--- config.mk ---
export PLATFORM = sky130hd
export DESIGN_NAME = dpdc_power_down
export DESIGN_NICKNAME = d
export VERILOG_FILES = /design/src/dpdc_pkg.sv /design/src/dpdc_power_down.sv
export SDC_FILE = /design/constraint.sdc
export NUM_CORES = 1
export LEC_CHECK = 0
export ABC_AREA = 1
export BUFFER_PORTS_ARGS = -buffer_cell sky130_fd_sc_hd__buf_4
export CELL_PAD_IN_SITES_DETAIL_PLACEMENT = 1
export CELL_PAD_IN_SITES_GLOBAL_PLACEMENT = 1
export CORE_MARGIN = 8
export CORE_UTILIZATION = 40
export DETAILED_ROUTE_END_ITERATION = 12
export GPL_TIMING_DRIVEN = 0
export HOLD_SLACK_MARGIN = 0.15
export PLACE_DENSITY_LB_ADDON = 0.15
export SKIP_CTS_REPAIR_TIMING = 1
export SYNTH_ARGS = -nofsm -noshare
export SYNTH_HDL_FRONTEND = slang
export SYNTH_SLANG_ARGS = --single-unit
export TNS_END_PERCENT = 50
--- constraint.sdc ---
create_clock -name aclk -period 2.5 [get_ports aclk]
set_input_delay 0.25 -clock aclk [delete_from_list [all_inputs] [get_ports aclk]]
set_output_delay 0.25 -clock aclk [all_outputs]
set_load 0.02 [all_outputs]
--- src/dpdc_pkg.sv ---
package dpdc_pkg;

   // ----------------------------------------------------------------
   // Register map (byte addresses)
   // ----------------------------------------------------------------
   localparam logic [7:0] ADDR_CSR    = 8'h00;
   localparam logic [7:0] ADDR_IER    = 8'h04;
   localparam logic [7:0] ADDR_STATUS = 8'h08;
   localparam logic [7:0] ADDR_EVENT  = 8'h0C;

   // ----------------------------------------------------------------
   // Field layout
   // ----------------------------------------------------------------
   localparam int PSEL_LSB  = 10;
   localparam int PSEL_W    = 6;
   localparam int GIE_BIT   = 0;
   localparam int NONMASKABLE_INTERRUPT_ALLOW_BIT  = 1;
   localparam logic [31:0] CSR_RESET = 32'h0000_0000;
   localparam logic [31:0] IER_RESET = 32'h0000_0000;
   localparam logic [31:0] CSR_WMASK = 32'h0000_FC01;
   localparam logic [31:0] IER_WMASK = 32'h0000_0002;

   // Select codes
   localparam logic [5:0] SEL_PD1_EN  = 6'h09;
   localparam logic [5:0] SEL_PD1_ANY = 6'h11;
   localparam logic [5:0] SEL_PD2     = 6'h1A;
   localparam logic [5:0] SEL_PD3     = 6'h1C;

   // ----------------------------------------------------------------
   // Timing
   // ----------------------------------------------------------------
   localparam int CLK_PERIOD_NS  = 50;
   localparam int ENTRY_DELAY_CY = 9;
   localparam int RELOCK_US      = 75;
   localparam int RELOCK_CY      = (RELOCK_US * 1000) / CLK_PERIOD_NS;

   localparam logic [1:0] RESP_OKAY   = 2'h0;
   localparam logic [1:0] RESP_SLVERR = 2'h2;

   typedef enum logic [2:0]
   {
      ST_RUN     = 3'b000,
      ST_ENTRY   = 3'b001,
      ST_GATED   = 3'b010,
      ST_SERVICE = 3'b011,
      ST_PLL_OUT = 3'b100,
      ST_PLL_IN  = 3'b101,
      ST_RELOCK  = 3'b110
   } dpdc_state_e;

   typedef struct packed
   {
      logic cpu_clk_en;
      logic irq_logic_clk_en;
      logic dma_clk_en;
      logic pll_out_en;
      logic pll_in_en;
      logic io_freeze;
      logic emu_spin_idle;
   } dpdc_ctrl_s;

endpackage

--- src/dpdc_power_down.sv ---
`timescale 1ns/100ps
module dpdc_power_down
   import dpdc_pkg::*;
#(
   parameter int RELOCK_CYCLES = RELOCK_CY
)
(
   // Clock and reset
   input  wire logic        aclk,
   input  wire logic        aresetn,
   // AXI4-Lite write address
   input  wire logic [7:0]  s_axi_awaddr,
   input  wire logic        s_axi_awvalid,
   output logic             s_axi_awready,
   // AXI4-Lite write data
   input  wire logic [31:0] s_axi_wdata,
   input  wire logic [3:0]  s_axi_wstrb,
   input  wire logic        s_axi_wvalid,
   output logic             s_axi_wready,
   // AXI4-Lite write response
   output logic [1:0]       s_axi_bresp,
   output logic             s_axi_bvalid,
   input  wire logic        s_axi_bready,
   // AXI4-Lite read address
   input  wire logic [7:0]  s_axi_araddr,
   input  wire logic        s_axi_arvalid,
   output logic             s_axi_arready,
   // AXI4-Lite read data
   output logic [31:0]      s_axi_rdata,
   output logic [1:0]       s_axi_rresp,
   output logic             s_axi_rvalid,
   input  wire logic        s_axi_rready,
   // Interrupt side
   input  wire logic        irq_enabled,
   input  wire logic        irq_nonenabled,
   input  wire logic        isr_done,
   // Emulator
   input  wire logic        emu_attached,
   input  wire logic        emu_reset,
   input  wire logic        emu_exec_cmd,
   // Power control outputs
   output dpdc_ctrl_s       ctrl,
   output logic             isr_request,
   output logic             resume_pulse,
   output logic             pll_relocking
);

   initial
   begin
      if (RELOCK_CYCLES < 1)
      begin
         $error("RELOCK_CYCLES must be at least 1");
      end
   end

   // ----------------------------------------------------------------
   // Registers
   // ----------------------------------------------------------------
   logic [31:0] csr_reg;
   logic [31:0] ier_reg;
   dpdc_state_e state_reg, state_next;
   logic [3:0]  entry_cnt_reg;
   logic [31:0] relock_cnt_reg;
   logic        emu_mask_reg;
   logic        wake_any_reg;
   logic        spin_seen_reg;
   logic        aw_held_reg, w_held_reg;
   logic [7:0]  aw_addr_reg;
   logic [31:0] w_data_reg;
   logic [3:0]  w_strb_reg;
   dpdc_ctrl_s  ctrl_reg;
   logic        isr_reg;
   logic        resume_reg;

   // ----------------------------------------------------------------
   // Bus decode
   // ----------------------------------------------------------------
   wire         do_write  = aw_held_reg && w_held_reg && !s_axi_bvalid;
   wire         wr_csr    = do_write && (aw_addr_reg == ADDR_CSR);
   wire         wr_ier    = do_write && (aw_addr_reg == ADDR_IER);
   wire         wr_known  = wr_csr || wr_ier;
   wire [31:0]  strb_mask = {{8{w_strb_reg[3]}}, {8{w_strb_reg[2]}},
                             {8{w_strb_reg[1]}}, {8{w_strb_reg[0]}}};
   wire [31:0]  csr_wm    = strb_mask & CSR_WMASK;
   wire [31:0]  ier_wm    = strb_mask & IER_WMASK;
   wire         rd_take   = s_axi_arvalid && !s_axi_rvalid;
   wire [5:0]   psel      = csr_reg[PSEL_LSB +: PSEL_W];
   wire         global_interrupt_allow       = csr_reg[GIE_BIT];
   wire         nonmaskable_interrupt_allow      = ier_reg[NONMASKABLE_INTERRUPT_ALLOW_BIT];
   wire [31:0]  status_w  = {24'h00_0000, emu_mask_reg, pll_relocking,
                             spin_seen_reg, 2'h0, state_reg};
   wire         rd_known  = (s_axi_araddr == ADDR_CSR) ||
                            (s_axi_araddr == ADDR_IER) ||
                            (s_axi_araddr == ADDR_STATUS);
   wire [31:0]  rd_data   = (s_axi_araddr == ADDR_CSR)    ? csr_reg :
                            (s_axi_araddr == ADDR_IER)    ? ier_reg :
                            (s_axi_araddr == ADDR_STATUS) ? status_w :
                                                            32'h0000_0000;

   // Select decode; all other codes are no power-down
   wire sel_pd1  = (psel == SEL_PD1_EN) || (psel == SEL_PD1_ANY);
   wire sel_pd2  = (psel == SEL_PD2);
   wire sel_pd3  = (psel == SEL_PD3);
   wire sel_any  = sel_pd1 || sel_pd2 || sel_pd3;
   wire wake_irq = irq_enabled || (wake_any_reg && irq_nonenabled);
   wire do_isr   = irq_enabled && global_interrupt_allow && nonmaskable_interrupt_allow;

   assign s_axi_awready = !aw_held_reg;
   assign s_axi_wready  = !w_held_reg;
   assign s_axi_arready = !s_axi_rvalid;
   assign pll_relocking = (state_reg == ST_RELOCK);
   assign ctrl          = ctrl_reg;
   assign isr_request   = isr_reg;
   assign resume_pulse  = resume_reg;

   // ----------------------------------------------------------------
   // Mode sequencer
   // ----------------------------------------------------------------
   always_comb
   begin
      state_next = state_reg;
      case (state_reg)
         ST_RUN:
            if (sel_any && !emu_mask_reg && !wr_csr)
               state_next = ST_ENTRY;
         ST_ENTRY:
            if (!sel_any || emu_mask_reg)
               state_next = ST_RUN;
            else if (entry_cnt_reg == 4'(ENTRY_DELAY_CY - 1))
               state_next = sel_pd1 ? ST_GATED :
                            sel_pd2 ? ST_PLL_OUT : ST_PLL_IN;
         ST_GATED:
            if (emu_mask_reg)
               state_next = ST_RUN;
            else if (wake_irq)
               state_next = do_isr ? ST_SERVICE : ST_RUN;
         ST_SERVICE:
            if (isr_done)
               state_next = ST_RUN;
         ST_PLL_OUT:
            state_next = ST_PLL_OUT;
         ST_PLL_IN:
            state_next = ST_PLL_IN;
         ST_RELOCK:
            if (relock_cnt_reg == 32'(RELOCK_CYCLES - 1))
               state_next = ST_RUN;
         default:
            state_next = ST_RUN;
      endcase
   end

   // ----------------------------------------------------------------
   // Control outputs
   // ----------------------------------------------------------------
   dpdc_ctrl_s ctrl_next;
   always_comb
   begin
      ctrl_next = '{default: 1'b1};
      ctrl_next.io_freeze     = 1'b0;
      ctrl_next.emu_spin_idle = 1'b0;
      case (state_next)
         ST_GATED:
         begin
            ctrl_next.cpu_clk_en = 1'b0;
            // Interrupt and DMA clocks stay on
            ctrl_next.irq_logic_clk_en = 1'b1;
            ctrl_next.dma_clk_en = 1'b1;
         end
         ST_PLL_OUT, ST_PLL_IN:
         begin
            // Clocks stop; flops hold state so contents survive
            ctrl_next.cpu_clk_en       = 1'b0;
            ctrl_next.irq_logic_clk_en = 1'b0;
            ctrl_next.dma_clk_en       = 1'b0;
            ctrl_next.pll_out_en       = 1'b0;
            ctrl_next.pll_in_en  = (state_next != ST_PLL_IN);
            // Async peripherals excluded
            ctrl_next.io_freeze     = 1'b1;
            ctrl_next.emu_spin_idle = 1'b1;
         end
         ST_RELOCK:
            ctrl_next.cpu_clk_en = 1'b0;
         default:
            ctrl_next.cpu_clk_en = 1'b1;
      endcase
   end

   // ----------------------------------------------------------------
   // Clocked state
   // ----------------------------------------------------------------
   always_ff @(posedge aclk)
   begin
      if (!aresetn)
      begin
         // Input halt survives a reset of any length; relock follows
         if (state_reg == ST_PLL_IN || state_reg == ST_RELOCK)
            state_reg <= ST_RELOCK;
         else
            state_reg <= ST_RUN;
         csr_reg <= CSR_RESET;
         ier_reg <= IER_RESET;
         entry_cnt_reg <= 4'h0;
         relock_cnt_reg <= 32'h0000_0000;
         emu_mask_reg <= 1'b0;
         wake_any_reg <= 1'b0;
         spin_seen_reg <= 1'b0;
         ctrl_reg <= '{cpu_clk_en: 1'b1, irq_logic_clk_en: 1'b1,
                       dma_clk_en: 1'b1, pll_out_en: 1'b1,
                       pll_in_en: 1'b1, io_freeze: 1'b0,
                       emu_spin_idle: 1'b0};
         isr_reg <= 1'b0;
         resume_reg <= 1'b0;
      end
      else
      begin
         state_reg <= state_next;
         ctrl_reg <= ctrl_next;
         entry_cnt_reg <= (state_reg == ST_ENTRY) ?
                          entry_cnt_reg + 4'h1 : 4'h0;
         relock_cnt_reg <= (state_reg == ST_RELOCK) ?
                           relock_cnt_reg + 32'h1 : 32'h0;
         // Mask holds until emulator reset or cable removal
         if (emu_reset || !emu_attached)
            emu_mask_reg <= 1'b0;
         else if (emu_attached)
            emu_mask_reg <= 1'b1;
         if (state_reg == ST_ENTRY)
            wake_any_reg <= (psel == SEL_PD1_ANY);
         if (emu_exec_cmd && ctrl_reg.emu_spin_idle)
            spin_seen_reg <= 1'b1;
         // Whole field taken in one write; no partial field update
         if (wr_csr)
            csr_reg <= (csr_reg & ~csr_wm) | (w_data_reg & csr_wm);
         if (wr_ier)
            ier_reg <= (ier_reg & ~ier_wm) | (w_data_reg & ier_wm);
         // Leaving mode clears field so CPU resumes running
         if ((state_reg == ST_GATED || state_reg == ST_SERVICE) &&
             state_next == ST_RUN)
            csr_reg[PSEL_LSB +: PSEL_W] <= 6'h00;
         isr_reg <= (state_next == ST_SERVICE);
         resume_reg <= (state_reg == ST_GATED || state_reg == ST_SERVICE)
                       && state_next == ST_RUN;
      end
   end

   // ----------------------------------------------------------------
   // AXI4-Lite slave
   // ----------------------------------------------------------------
   always_ff @(posedge aclk)
   begin
      if (!aresetn)
      begin
         aw_held_reg <= 1'b0;
         w_held_reg <= 1'b0;
         aw_addr_reg <= 8'h00;
         w_data_reg <= 32'h0000_0000;
         w_strb_reg <= 4'h0;
         s_axi_bvalid <= 1'b0;
         s_axi_bresp <= RESP_OKAY;
         s_axi_rvalid <= 1'b0;
         s_axi_rdata <= 32'h0000_0000;
         s_axi_rresp <= RESP_OKAY;
      end
      else
      begin
         if (s_axi_awvalid && s_axi_awready)
         begin
            aw_held_reg <= 1'b1;
            aw_addr_reg <= s_axi_awaddr;
         end
         if (s_axi_wvalid && s_axi_wready)
         begin
            w_held_reg <= 1'b1;
            w_data_reg <= s_axi_wdata;
            w_strb_reg <= s_axi_wstrb;
         end
         if (do_write)
         begin
            s_axi_bvalid <= 1'b1;
            s_axi_bresp <= wr_known ? RESP_OKAY : RESP_SLVERR;
         end
         else if (s_axi_bvalid && s_axi_bready)
         begin
            s_axi_bvalid <= 1'b0;
            aw_held_reg <= 1'b0;
            w_held_reg <= 1'b0;
         end
         if (rd_take)
         begin
            s_axi_rvalid <= 1'b1;
            s_axi_rdata <= rd_data;
            s_axi_rresp <= rd_known ? RESP_OKAY : RESP_SLVERR;
         end
         else if (s_axi_rvalid && s_axi_rready)
            s_axi_rvalid <= 1'b0;
      end
   end

endmodule // dpdc_power_down

# ---- Yosys cells after proc, flatten, opt, wreduce, memory -nomap -nowiden
# Index checks and enable logic that the tools add are counted.
dict set report totals {
  reg_bits 197
  input_bits 65
}
dict set report classes {
  add_sub_neg 2
  n_eq_ne 21
  muxes 31
  bitwise 9
  n_reduce_logical 48
}
# operator count
set ops {}
lappend ops {{$and A32 B32 Y32} 2}
lappend ops {{$mux W32} 2}
lappend ops {{$or A32 B32 Y32} 2}
lappend ops {{$add A32 B1 Y32 const B} 1}
lappend ops {{$and A32 B16 Y32} 1}
lappend ops {{$and A32 B2 Y32} 1}
lappend ops {{$eq A32 B11 Y1 const B} 1}
lappend ops {{$not A16 Y32} 1}
lappend ops {{$not A2 Y32} 1}
lappend ops {{$mux W3} 10}
lappend ops {{$pmux W3 S7} 1}
lappend ops {{$eq A3 B3 Y1 const B} 6}
lappend ops {{$eq A6 B5 Y1 const B} 3}
lappend ops {{$eq A8 B3 Y1 const B} 2}
lappend ops {{$logic_and A1 B1 Y1} 16}
lappend ops {{$logic_not A8 Y1} 2}
lappend ops {{$eq A3 B2 Y1 const B} 4}
lappend ops {{$mux W1} 12}
lappend ops {{$logic_or A1 B1 Y1} 11}
lappend ops {{$eq A8 B4 Y1 const B} 1}
lappend ops {{$logic_not A1 Y1} 8}
lappend ops {{$mux W2} 4}
lappend ops {{$mux W8} 1}
lappend ops {{$eq A6 B4 Y1 const B} 1}
lappend ops {{other kinds (11)} 17}

# ---- Longest topological paths before layout
# Gate-level depths: netlist of run 1.
dict set report logic_depth {
  depth_word 11
  ltp_mapped 12
  depth_no_buf 12
}

# ---- Least setup slack after synthesis of run 1
# No wires, ideal clock.
dict set report synth_timing {
  kind {flip-flop to flip-flop}
  from {register s_axi_rvalid}
  to {register s_axi_rresp[1]}
  setup_ps 70
  arrival_ps 1357
  path_slack_ps 1073
  path_stages_with_launch 7
  n_path_buf 1
  synth_period_minus_slack_ps 1427
  cell_sequence {dfxtp_1 -> inv_1 -> nand2_1 -> clkbuf_1 -> nor2_1 -> nand3_1 -> a21oi_1}
}
dict set report synth_between {
  elab_chain_cells 2
}
# element line_no
set synth_rtl {}
lappend synth_rtl {{start, declared} dpdc_power_down.sv:31} ;# output logic s_axi_rvalid,
lappend synth_rtl {{start signal, assigned} dpdc_power_down.sv:260} ;# s_axi_rvalid <= 1'b0;
lappend synth_rtl {{start signal, assigned} dpdc_power_down.sv:290} ;# s_axi_rvalid <= 1'b1;
lappend synth_rtl {{start signal, assigned} dpdc_power_down.sv:295} ;# s_axi_rvalid <= 1'b0;
lappend synth_rtl {{$logic_not A1 Y1} --}
lappend synth_rtl {{net s_axi_arready} dpdc_power_down.sv:27} ;# output logic s_axi_arready,
lappend synth_rtl {{$logic_and A1 B1 Y1} dpdc_power_down.sv:86} ;# wire rd_take = s_axi_arvalid && !s_axi_rvalid;
lappend synth_rtl {{end signal, assigned} dpdc_power_down.sv:292} ;# s_axi_rresp <= rd_known ? RESP_OKAY : RESP_SLVERR;
lappend synth_rtl {{end, declared} dpdc_power_down.sv:30} ;# output logic [1:0] s_axi_rresp,
# The timed path passes the listed nets, and every way through them passes these cells.
# A chain may end at the register's enable or synchronous reset.

==> impl_metrics.env, run 1 <==
export IMPL_vias_per_cell=4.99
export IMPL_drv_slew=0
export IMPL_end_kind="flip-flop"
export IMPL_period_needed_ps=1790
export IMPL_die_area_mm2=0.0151
export IMPL_globalplace_congestion=0.884
export IMPL_num_vias=4552
export IMPL_hold_viol=0
export IMPL_fmax_mhz=559
export IMPL_required_ps=2750
export IMPL_placed_area_mm2=0.00532
export IMPL_critPathMostFrequentCell="nand2_1"
export IMPL_min_path_type="in -> reg"
export IMPL_start_util=0.405
export IMPL_syn2layout_area_growth_pct=23.6
export IMPL_power_density_mw_per_mm2=555
export IMPL_worst_r2r_cell_count=12
export IMPL_wl_per_cell_um=14.9
export IMPL_antenna_found_initial=0
export IMPL_synth_ff_type="dfxtp_1"
export IMPL_clk_latency_ps=350
export IMPL_rsz0062_at_grt="no"
export IMPL_path_max_fanout=6
export IMPL_grt_start_max_net_pins=18
export IMPL_drive_above_1_share=0.214
export IMPL_layout_cell_area_non_filler_mm2=0.00564
export IMPL_maxCapViolCount=0
export IMPL_cts_htree_levels=3
export IMPL_cpMaxStageDelayCell="dfxtp_1"
export IMPL_cp_cell_sequence="ha_1 > nand2_1 > nor2_1 > nand2_1 > nor2_1 > nand2_1 > nand2_1 > nand2_2 > inv_2 > nand3_2 > nand2_2 > nor2_2"
export IMPL_drc_errors=0
export IMPL_setup_viol=0
export IMPL_p_leak_nw=2.28
export IMPL_io_pin_count=116
export IMPL_dpl_hpwl_mm=10.9
export IMPL_status="complete, no violations"
export IMPL_final_cell_mix="nand2_1, dfxtp_1, buf_4"
export IMPL_initialDrtViolationCount=246
export IMPL_reg2reg_slack_ps=710
export IMPL_finalCritPeriodShare=0.716
export IMPL_syn_inst=664
export IMPL_yosysUniqueCellTypes=38
export IMPL_criticalPathCategory="reg -> reg"
export IMPL_rows=39
export IMPL_grt_pass1_vias=4611
export IMPL_tns_ps=0
export IMPL_final_common_cell="nand2_1"
export IMPL_cpPeakStageDelay_ps=360
export IMPL_largest_reg_flops=32
export IMPL_tightest_slew_ps=549
export IMPL_core_area_mm2=0.0113
export IMPL_slew_headroom=0.634
export IMPL_netlist_area_mm2=0.00456
export IMPL_root_buffer="clkbuf_16"
export IMPL_cts_buffer_depth=2
export IMPL_ys_warn_count=0
export IMPL_antenna_left=0
export IMPL_clk_pin_slew_worst_paths_ps=70
export IMPL_async_reset_ff_frac=0
export IMPL_critPathArrivalTime_ps=2040
export IMPL_firstDrtPassIters=5
export IMPL_ys_ff_latch=92
export IMPL_n_antenna_cell=0
export IMPL_numCtsBuffers=9
export IMPL_cts_tree="built"
export IMPL_numPortBuffers=66
export IMPL_synth_edf_count=0
export IMPL_dieHeight_um=123
export IMPL_irDropWorstVdd_uv=364
export IMPL_grt_pass1_wl_mm=22.0
export IMPL_utilization=0.500
export IMPL_clock_sinks=92
export IMPL_grtUsageTotal=0.184
export IMPL_clock_skew_ps=11.4
export IMPL_wl_mm=13.6
export IMPL_yosysSeqAreaShare=0.404
export IMPL_holdPathStages=3
export IMPL_critPathLaunchType="flip-flop"
export IMPL_grt_overflow=0
export IMPL_final_nets=833
export IMPL_post_synth_cell_area_avg_um2=6.87
export IMPL_dieWidth_um=123
[critical path: cells and delay by family (launching register included)]
family	cells	cell delay (ps)
buffers and inverters	1	50
adders and majority gates	1	200
DFF	1	360
and+or+nand+nor	10	1080
[synthesized netlist by cell type, types with 5 or more instances]
cell type | instances | area [µm²]
clkbuf_1 | 8 | 30.0
nand4_1 | 11 | 68.8
nor3_2 | 5 | 50.1
nor3_1 | 21 | 105
inv_2 | 22 | 82.6
o21ai_0 | 36 | 180
nor2_1 | 81 | 304
dfxtp_1 | 92 | 1840
inv_1 | 77 | 289
nor2_2 | 9 | 56.3
a21oi_1 | 53 | 265
nand3_1 | 41 | 205
nand2_2 | 6 | 37.5
o21ai_1 | 8 | 40.0
buf_4 | 25 | 188
a211oi_1 | 6 | 45.0
nand2_1 | 127 | 477
[where the power goes]
| part | leakage (nW) | switching [mW] | internal (mW) | total (mW) |
|---|---|---|---|---|
| Sequential | 0.747 | 0.0192 | 1.50 | 1.52 |
| Combinational | 1.39 | 0.154 | 0.114 | 0.268 |
| Clock | 0.142 | 0.622 | 0.721 | 1.34 |
[cell type report]
type                       count  area (µm²)
clock buffer                  10         239
sequential                    92        1840
tap                          143         179
fill                        1481        5630
clock inverter                 6        53.8
inverter                     100         375
multi-input combinational    456        2180
buffer                        37         243
timing repair buffer          69         526
[worst paths after layout]
path	start	end
setup / recovery	relock_cnt_reg[1]	flip-flop
hold / removal	s_axi_wstrb[1]	w_strb_reg[1]
setup reg to reg	relock_cnt_reg[1]	flip-flop
hold reg to reg	w_data_reg[14]	w_data_reg[14]
[per-layer routing]
| metal | vias up | wire length (µm) | track usage |
|---|---|---|---|
| met2 | 91 | 6770 | 0.319 |
| met3 | 19 | 725 | 0.0386 |
| li1 | 2296 | - | - |
| met5 | - | 0 | 0 |
| met1 | 2146 | 5930 | 0.218 |
| met4 | 0 | 220 | 0.0708 |
[cells by family after synthesis]
group / count (synthesis) / share of synthesized area
buf+inv: 137 / 0.135
compound gates: 111 / 0.129
fa+ha+maj: 3 / 0.00822
xor+xnor: 1 / 0.00192
flops: 92 / 0.404
other cells: 1 / 0.000822
simple gates: 319 / 0.321
[metrics by stage]
| step | cells | worst slack (ps) | power (mW) | hold WS, ps |
|---|---|---|---|---|
| CTS | 910 | 709 | 3.17 | 60.0 |
| finish | 913 | 710 | 3.13 | 132 |
| detailed placement | 894 | 719 | 1.82 | 428 |
| global placement | 894 | 794 | 1.81 | 417 |
| floorplan | 685 | 1070 | 1.71 | 322 |
| global route | 913 | 497 | 3.27 | 150 |
(Power assumes the default switching activity.)
==> run 2, diff against run 1 <==
--- a/config.mk
+++ b/config.mk
@@ -10,7 +10,7 @@
 export CELL_PAD_IN_SITES_DETAIL_PLACEMENT = 1
 export CELL_PAD_IN_SITES_GLOBAL_PLACEMENT = 1
 export CORE_MARGIN = 8
-export CORE_UTILIZATION = 40
+export CORE_UTILIZATION = 37
 export DETAILED_ROUTE_END_ITERATION = 12
 export GPL_TIMING_DRIVEN = 0
 export HOLD_SLACK_MARGIN = 0.15
==> constraint.sdc (replaced) <==
create_clock -name aclk -period 1.7 [get_ports aclk]
set_input_delay 0.17 -clock aclk [delete_from_list [all_inputs] [get_ports aclk]]
set_output_delay 0.17 -clock aclk [all_outputs]
set_load 0.02 [all_outputs]
==> impl_metrics.env, run 2 (synthesis results as in run 1) <==
export IMPL_clk_pin_slew_worst_paths_ps=70
export IMPL_maxCapViolCount=0
export IMPL_critPathLaunchType="flip-flop"
export IMPL_required_ps=1530
export IMPL_final_common_cell="nand2_1"
export IMPL_path_buf_inv=3
export IMPL_finalCritPeriodShare=0.935
export IMPL_end_kind="output pin"
export IMPL_timing_rr_start="relock_cnt_reg[0]"
export IMPL_reg2reg_slack_ps=140
export IMPL_dr_wl_met3_um=775
export IMPL_globalplace_congestion=0.842
export IMPL_drc_errors=0
export IMPL_status="complete, no violations"
export IMPL_crit_family="flip-flops"
export IMPL_largest_reg_flops=32
export IMPL_final_cell_mix="nand2_1, buf_4, dfxtp_1"
export IMPL_grt_overflow=0
export IMPL_cts_buffer_depth=2
export IMPL_setup_viol=0
export IMPL_grt_start_max_net_pins=18
export IMPL_die_area_mm2=0.0161
export IMPL_syn2layout_area_growth_pct=29.5
export IMPL_layout_cell_area_non_filler_mm2=0.00591
export IMPL_drive_above_1_share=0.236
export IMPL_drv_slew=0
export IMPL_cpMaxStageDelayCell="dfxtp_1"
export IMPL_criticalPathCategory="reg -> out"
export IMPL_root_buffer="clkbuf_16"
export IMPL_clock_sinks=92
export IMPL_firstDrtPassIters=4
export IMPL_worstSetupPathDepth=4
export IMPL_vias_per_cell=4.92
export IMPL_final_nets=851
export IMPL_numCtsBuffers=9
export IMPL_tightest_slew_ps=702
export IMPL_numPortBuffers=66
export IMPL_path_max_fanout=5
export IMPL_power_density_mw_per_mm2=784
export IMPL_io_pin_count=116
export IMPL_num_vias=4601
export IMPL_critical_path_endpoint="pll_relocking"
export IMPL_rows=40
export IMPL_startpoint="state_reg[2]"
export IMPL_n_antenna_cell=0
export IMPL_antenna_found_initial=0
export IMPL_power_mw=4.63
export IMPL_routed_wl_met2_mm=6.94
export IMPL_wl_mm=14.1
export IMPL_placed_area_mm2=0.00532
export IMPL_critPathArrivalTime_ps=1420
export IMPL_highest_layer="met4"
export IMPL_cts_htree_levels=3
export IMPL_worst_r2r_cell_count=12
export IMPL_dpl_hpwl_mm=11.1
export IMPL_p_leak_nw=2.37
export IMPL_initialDrtViolationCount=195
export IMPL_wl_per_cell_um=15.1
export IMPL_whs_ps=116
export IMPL_fmax_mhz=629
export IMPL_clock_skew_ps=8.40
export IMPL_min_path_type="in -> reg"
export IMPL_start_util=0.380
export IMPL_cts_tree="built"
export IMPL_utilization=0.492
export IMPL_wl_met1_mm=6.14
export IMPL_period_needed_ps=1590
export IMPL_grt_pass1_wl_mm=22.6
export IMPL_clk_latency_ps=350
export IMPL_hold_viol=0
export IMPL_cp_cell_sequence="inv_2 > nor3_4 > buf_4 > buf_4"
export IMPL_place_inst=898
export IMPL_instances_no_fill=935
export IMPL_cpPeakStageDelay_ps=470
export IMPL_grtUsageTotal=0.172
export IMPL_dieHeight_um=127
export IMPL_irDropWorstVdd_uv=399
export IMPL_core_area_mm2=0.0120
export IMPL_antenna_left=0
export IMPL_grt_pass1_vias=4795
export IMPL_critPathMostFrequentCell="buf_4"
export IMPL_dieWidth_um=127
export IMPL_slew_headroom=0.532
-- run 2: changes by cell type in the layout (fill, tap and decap cells not counted), moves of 2 or more --
cell / before / now
dlygate4sd3_1: 3 / 20
dfxtp_1: 92 / 85
nor2_1: 81 / 74
dfxtp_2: 0 / 6
nor2_2: 9 / 13
nor2_4: 1 / 4
nor3_1: 21 / 19
nor3_2: 5 / 7
-- run 2: worst min-delay path by stage --
stage               startpoint             end  slack, ps  cells past startpoint
2_1_floorplan        emu_reset    emu_mask_reg        240                      1
3_3_place_gp         emu_reset    emu_mask_reg        330                      2
3_5_place_dp         emu_reset    emu_mask_reg        340                      2
4_1_cts              emu_reset    emu_mask_reg        -30                      2
5_1_grt        s_axi_wdata[12]  w_data_reg[12]        150                      3
6_report       s_axi_wdata[12]  w_data_reg[12]        120                      3
-- run 2: final cells by class --
type	count	area [µm²]
fill	1537	6100
multi-input combinational	456	2270
sequential	92	1850
timing repair buffer	87	703
inverter	100	375
buffer	37	244
clock buffer	9	225
tap	147	184
clock inverter	7	57.6
-- run 2: through the flow --
step / setup slack (ps) / setup TNS [ps]
detailed placement: -57.2 / -313
global placement: -6.71 / -37.6
CTS: -66.4 / -399
global route: -16.7 / -66.4
finish: 111 / 0
floorplan: 273 / 0
-- run 2: power by group --
group | internal, mW | total, mW | leakage [nW] | switching (mW)
Clock | 1.02 | 1.96 | 0.141 | 0.945
Combinational | 0.195 | 0.435 | 1.48 | 0.239
Sequential | 2.21 | 2.23 | 0.751 | 0.0289
-- run 2: routing by layer --
layer  up-vias  GRT usage
met5         -          0
met4         0     0.0546
met1      2161      0.207
met3        17     0.0441
met2       100      0.294
li1       2323          -
-- run 2: worst reg2reg max path, delay by kind of cell (launching register included) --
kind / cells / cell delay (ps)
and+or+nand+nor: 10 / 880
adders and majority gates: 1 / 140
buffers and inverters: 1 / 80
DFF: 1 / 360
==> run 3, diff against run 2 <==
--- a/config.mk
+++ b/config.mk
@@ -15,8 +15,9 @@
 export GPL_TIMING_DRIVEN = 0
 export HOLD_SLACK_MARGIN = 0.15
 export PLACE_DENSITY_LB_ADDON = 0.15
+export RECOVER_POWER = 100
 export SKIP_CTS_REPAIR_TIMING = 1
 export SYNTH_ARGS = -nofsm -noshare
 export SYNTH_HDL_FRONTEND = slang
 export SYNTH_SLANG_ARGS = --single-unit
-export TNS_END_PERCENT = 50
+export TNS_END_PERCENT = 5
==> impl_metrics.env, run 3 (synthesis results as in run 1) <==
export IMPL_numPortBuffers=66
export IMPL_criticalPathCategory="reg -> out"
export IMPL_final_cell_mix="nand2_1, dfxtp_1, inv_1"
export IMPL_path_max_fanout=6
export IMPL_root_buffer="clkbuf_16"
export IMPL_pre_cts_slack_ps=-57.2
export IMPL_largest_reg_flops=32
export IMPL_firstDrtPassIters=4
export IMPL_layout_cell_area_non_filler_mm2=0.00580
export IMPL_start_util=0.380
export IMPL_maxCapViolCount=0
export IMPL_p_leak_nw=2.27
export IMPL_wl_per_cell_um=15.0
export IMPL_utilization=0.483
export IMPL_vias_per_cell=4.90
export IMPL_die_area_mm2=0.0161
export IMPL_num_vias=4574
export IMPL_p_sw_frac=0.263
export IMPL_initialDrtViolationCount=200
export IMPL_drive_above_1_share=0.201
export IMPL_period_needed_ps=1630
export IMPL_critPathArrivalTime_ps=1460
export IMPL_syn2layout_area_growth_pct=27.0
export IMPL_antenna_found_initial=0
export IMPL_drv_slew=0
export IMPL_irDropWorstVdd_uv=399
export IMPL_p_clk_frac=0.425
export IMPL_rsz0062_at_grt="yes"
export IMPL_globalplace_congestion=0.842
export IMPL_antenna_left=0
export IMPL_whs_ps=116
export IMPL_tns_ps=0
export IMPL_fillers=1555
export IMPL_drc_errors=0
export IMPL_fmax_mhz=613
export IMPL_end_kind="output pin"
export IMPL_power_mw=4.62
export IMPL_numCtsBuffers=9
export IMPL_clock_skew_ps=7.81
export IMPL_place_inst=898
export IMPL_placed_area_mm2=0.00532
export IMPL_tightest_slew_ps=699
export IMPL_power_density_mw_per_mm2=796
export IMPL_grt_overflow=0
export IMPL_startpoint="state_reg[2]"
export IMPL_cts_buffer_depth=2
export IMPL_finalCritPeriodShare=0.960
export IMPL_critical_path_endpoint="pll_relocking"
export IMPL_grt_pass1_wl_mm=22.6
export IMPL_grt_start_max_net_pins=18
export IMPL_p_int_mw=3.40
export IMPL_clk_latency_ps=350
export IMPL_clock_sinks=92
export IMPL_core_area_mm2=0.0120
export IMPL_combPwrFrac=0.091
export IMPL_postLayoutSetupSlackWorst_ps=68.8
export IMPL_instances_no_fill=934
export IMPL_worst_r2r_cell_count=6
export IMPL_cts_htree_levels=3
export IMPL_status="complete, no violations"
export IMPL_timing_rr_start="relock_cnt_reg[13]"
export IMPL_dieWidth_um=127
export IMPL_r2r_end="relock_cnt_reg[30]"
export IMPL_critPathLaunchType="flip-flop"
export IMPL_setup_viol=0
export IMPL_n_antenna_cell=0
export IMPL_final_common_cell="nand2_1"
export IMPL_hold_viol=0
export IMPL_p_switching_mw=1.21
export IMPL_cts_tree="built"
export IMPL_wl_mm=14.0
export IMPL_dpl_hpwl_mm=11.1
export IMPL_slew_headroom=0.534
export IMPL_required_ps=1530
export IMPL_min_path_type="in -> reg"
export IMPL_dieHeight_um=127
export IMPL_grt_pass1_vias=4795
export IMPL_io_pin_count=116
export IMPL_p_seq_frac=0.484
export IMPL_grtUsageTotal=0.172
export IMPL_rows=40
export IMPL_final_nets=850
export IMPL_reg2reg_slack_ps=120
export IMPL_clk_pin_slew_worst_paths_ps=70
run 3: cell count changes in the layout (fill, tap and decap cells not counted), sizes merged:
cell	change
clkbuf	+25
buf	-26
run 3: worst min path at each step:
stage / from / to / slack, ps / cells past startpoint
2_1_floorplan: emu_reset / emu_mask_reg / 240 / 1
3_3_place_gp: emu_reset / emu_mask_reg / 330 / 2
3_5_place_dp: emu_reset / emu_mask_reg / 340 / 2
4_1_cts: emu_reset / emu_mask_reg / -30 / 2
5_1_grt: s_axi_wdata[12] / w_data_reg[12] / 150 / 3
6_report: s_axi_wdata[12] / w_data_reg[12] / 120 / 3
run 3: power by group through the flow:
stage | Sequential [mW] | Combinational [mW] | Clock [mW]
6_report | 2.23 | 0.421 | 1.96
5_1_grt | 2.24 | 0.463 | 2.09
3_3_place_gp | 2.28 | 0.379 | 0
2_1_floorplan | 2.30 | 0.226 | 0
3_5_place_dp | 2.29 | 0.391 | 0
4_1_cts | 2.24 | 0.391 | 2.00
run 3: routing by layer:
metal  track usage  part of all wire  vias to the layer above
met3        0.0441             0.046                       17
met4        0.0546             0.015                        0
met5             0                 0                        -
li1              -                 -                     2320
met1         0.207              0.45                     2146
met2         0.294              0.49                       91
run 3: final cells by class:
class / instances / area, µm² / area share
clock buffer: 9 / 225 / 0.0388
inverter: 100 / 375 / 0.0647
timing repair buffer: 86 / 606 / 0.104
multi-input combinational: 456 / 2260 / 0.390
sequential: 92 / 1850 / 0.320
buffer: 37 / 236 / 0.0408
tap: 147 / 184 / 0.0317
clock inverter: 7 / 57.6 / 0.00993
run 3: critical path, cell delays in order, from the launching register on:
cell	delay, ps
dfxtp_1	480
inv_2	100
nor3_4	310
buf_4	220
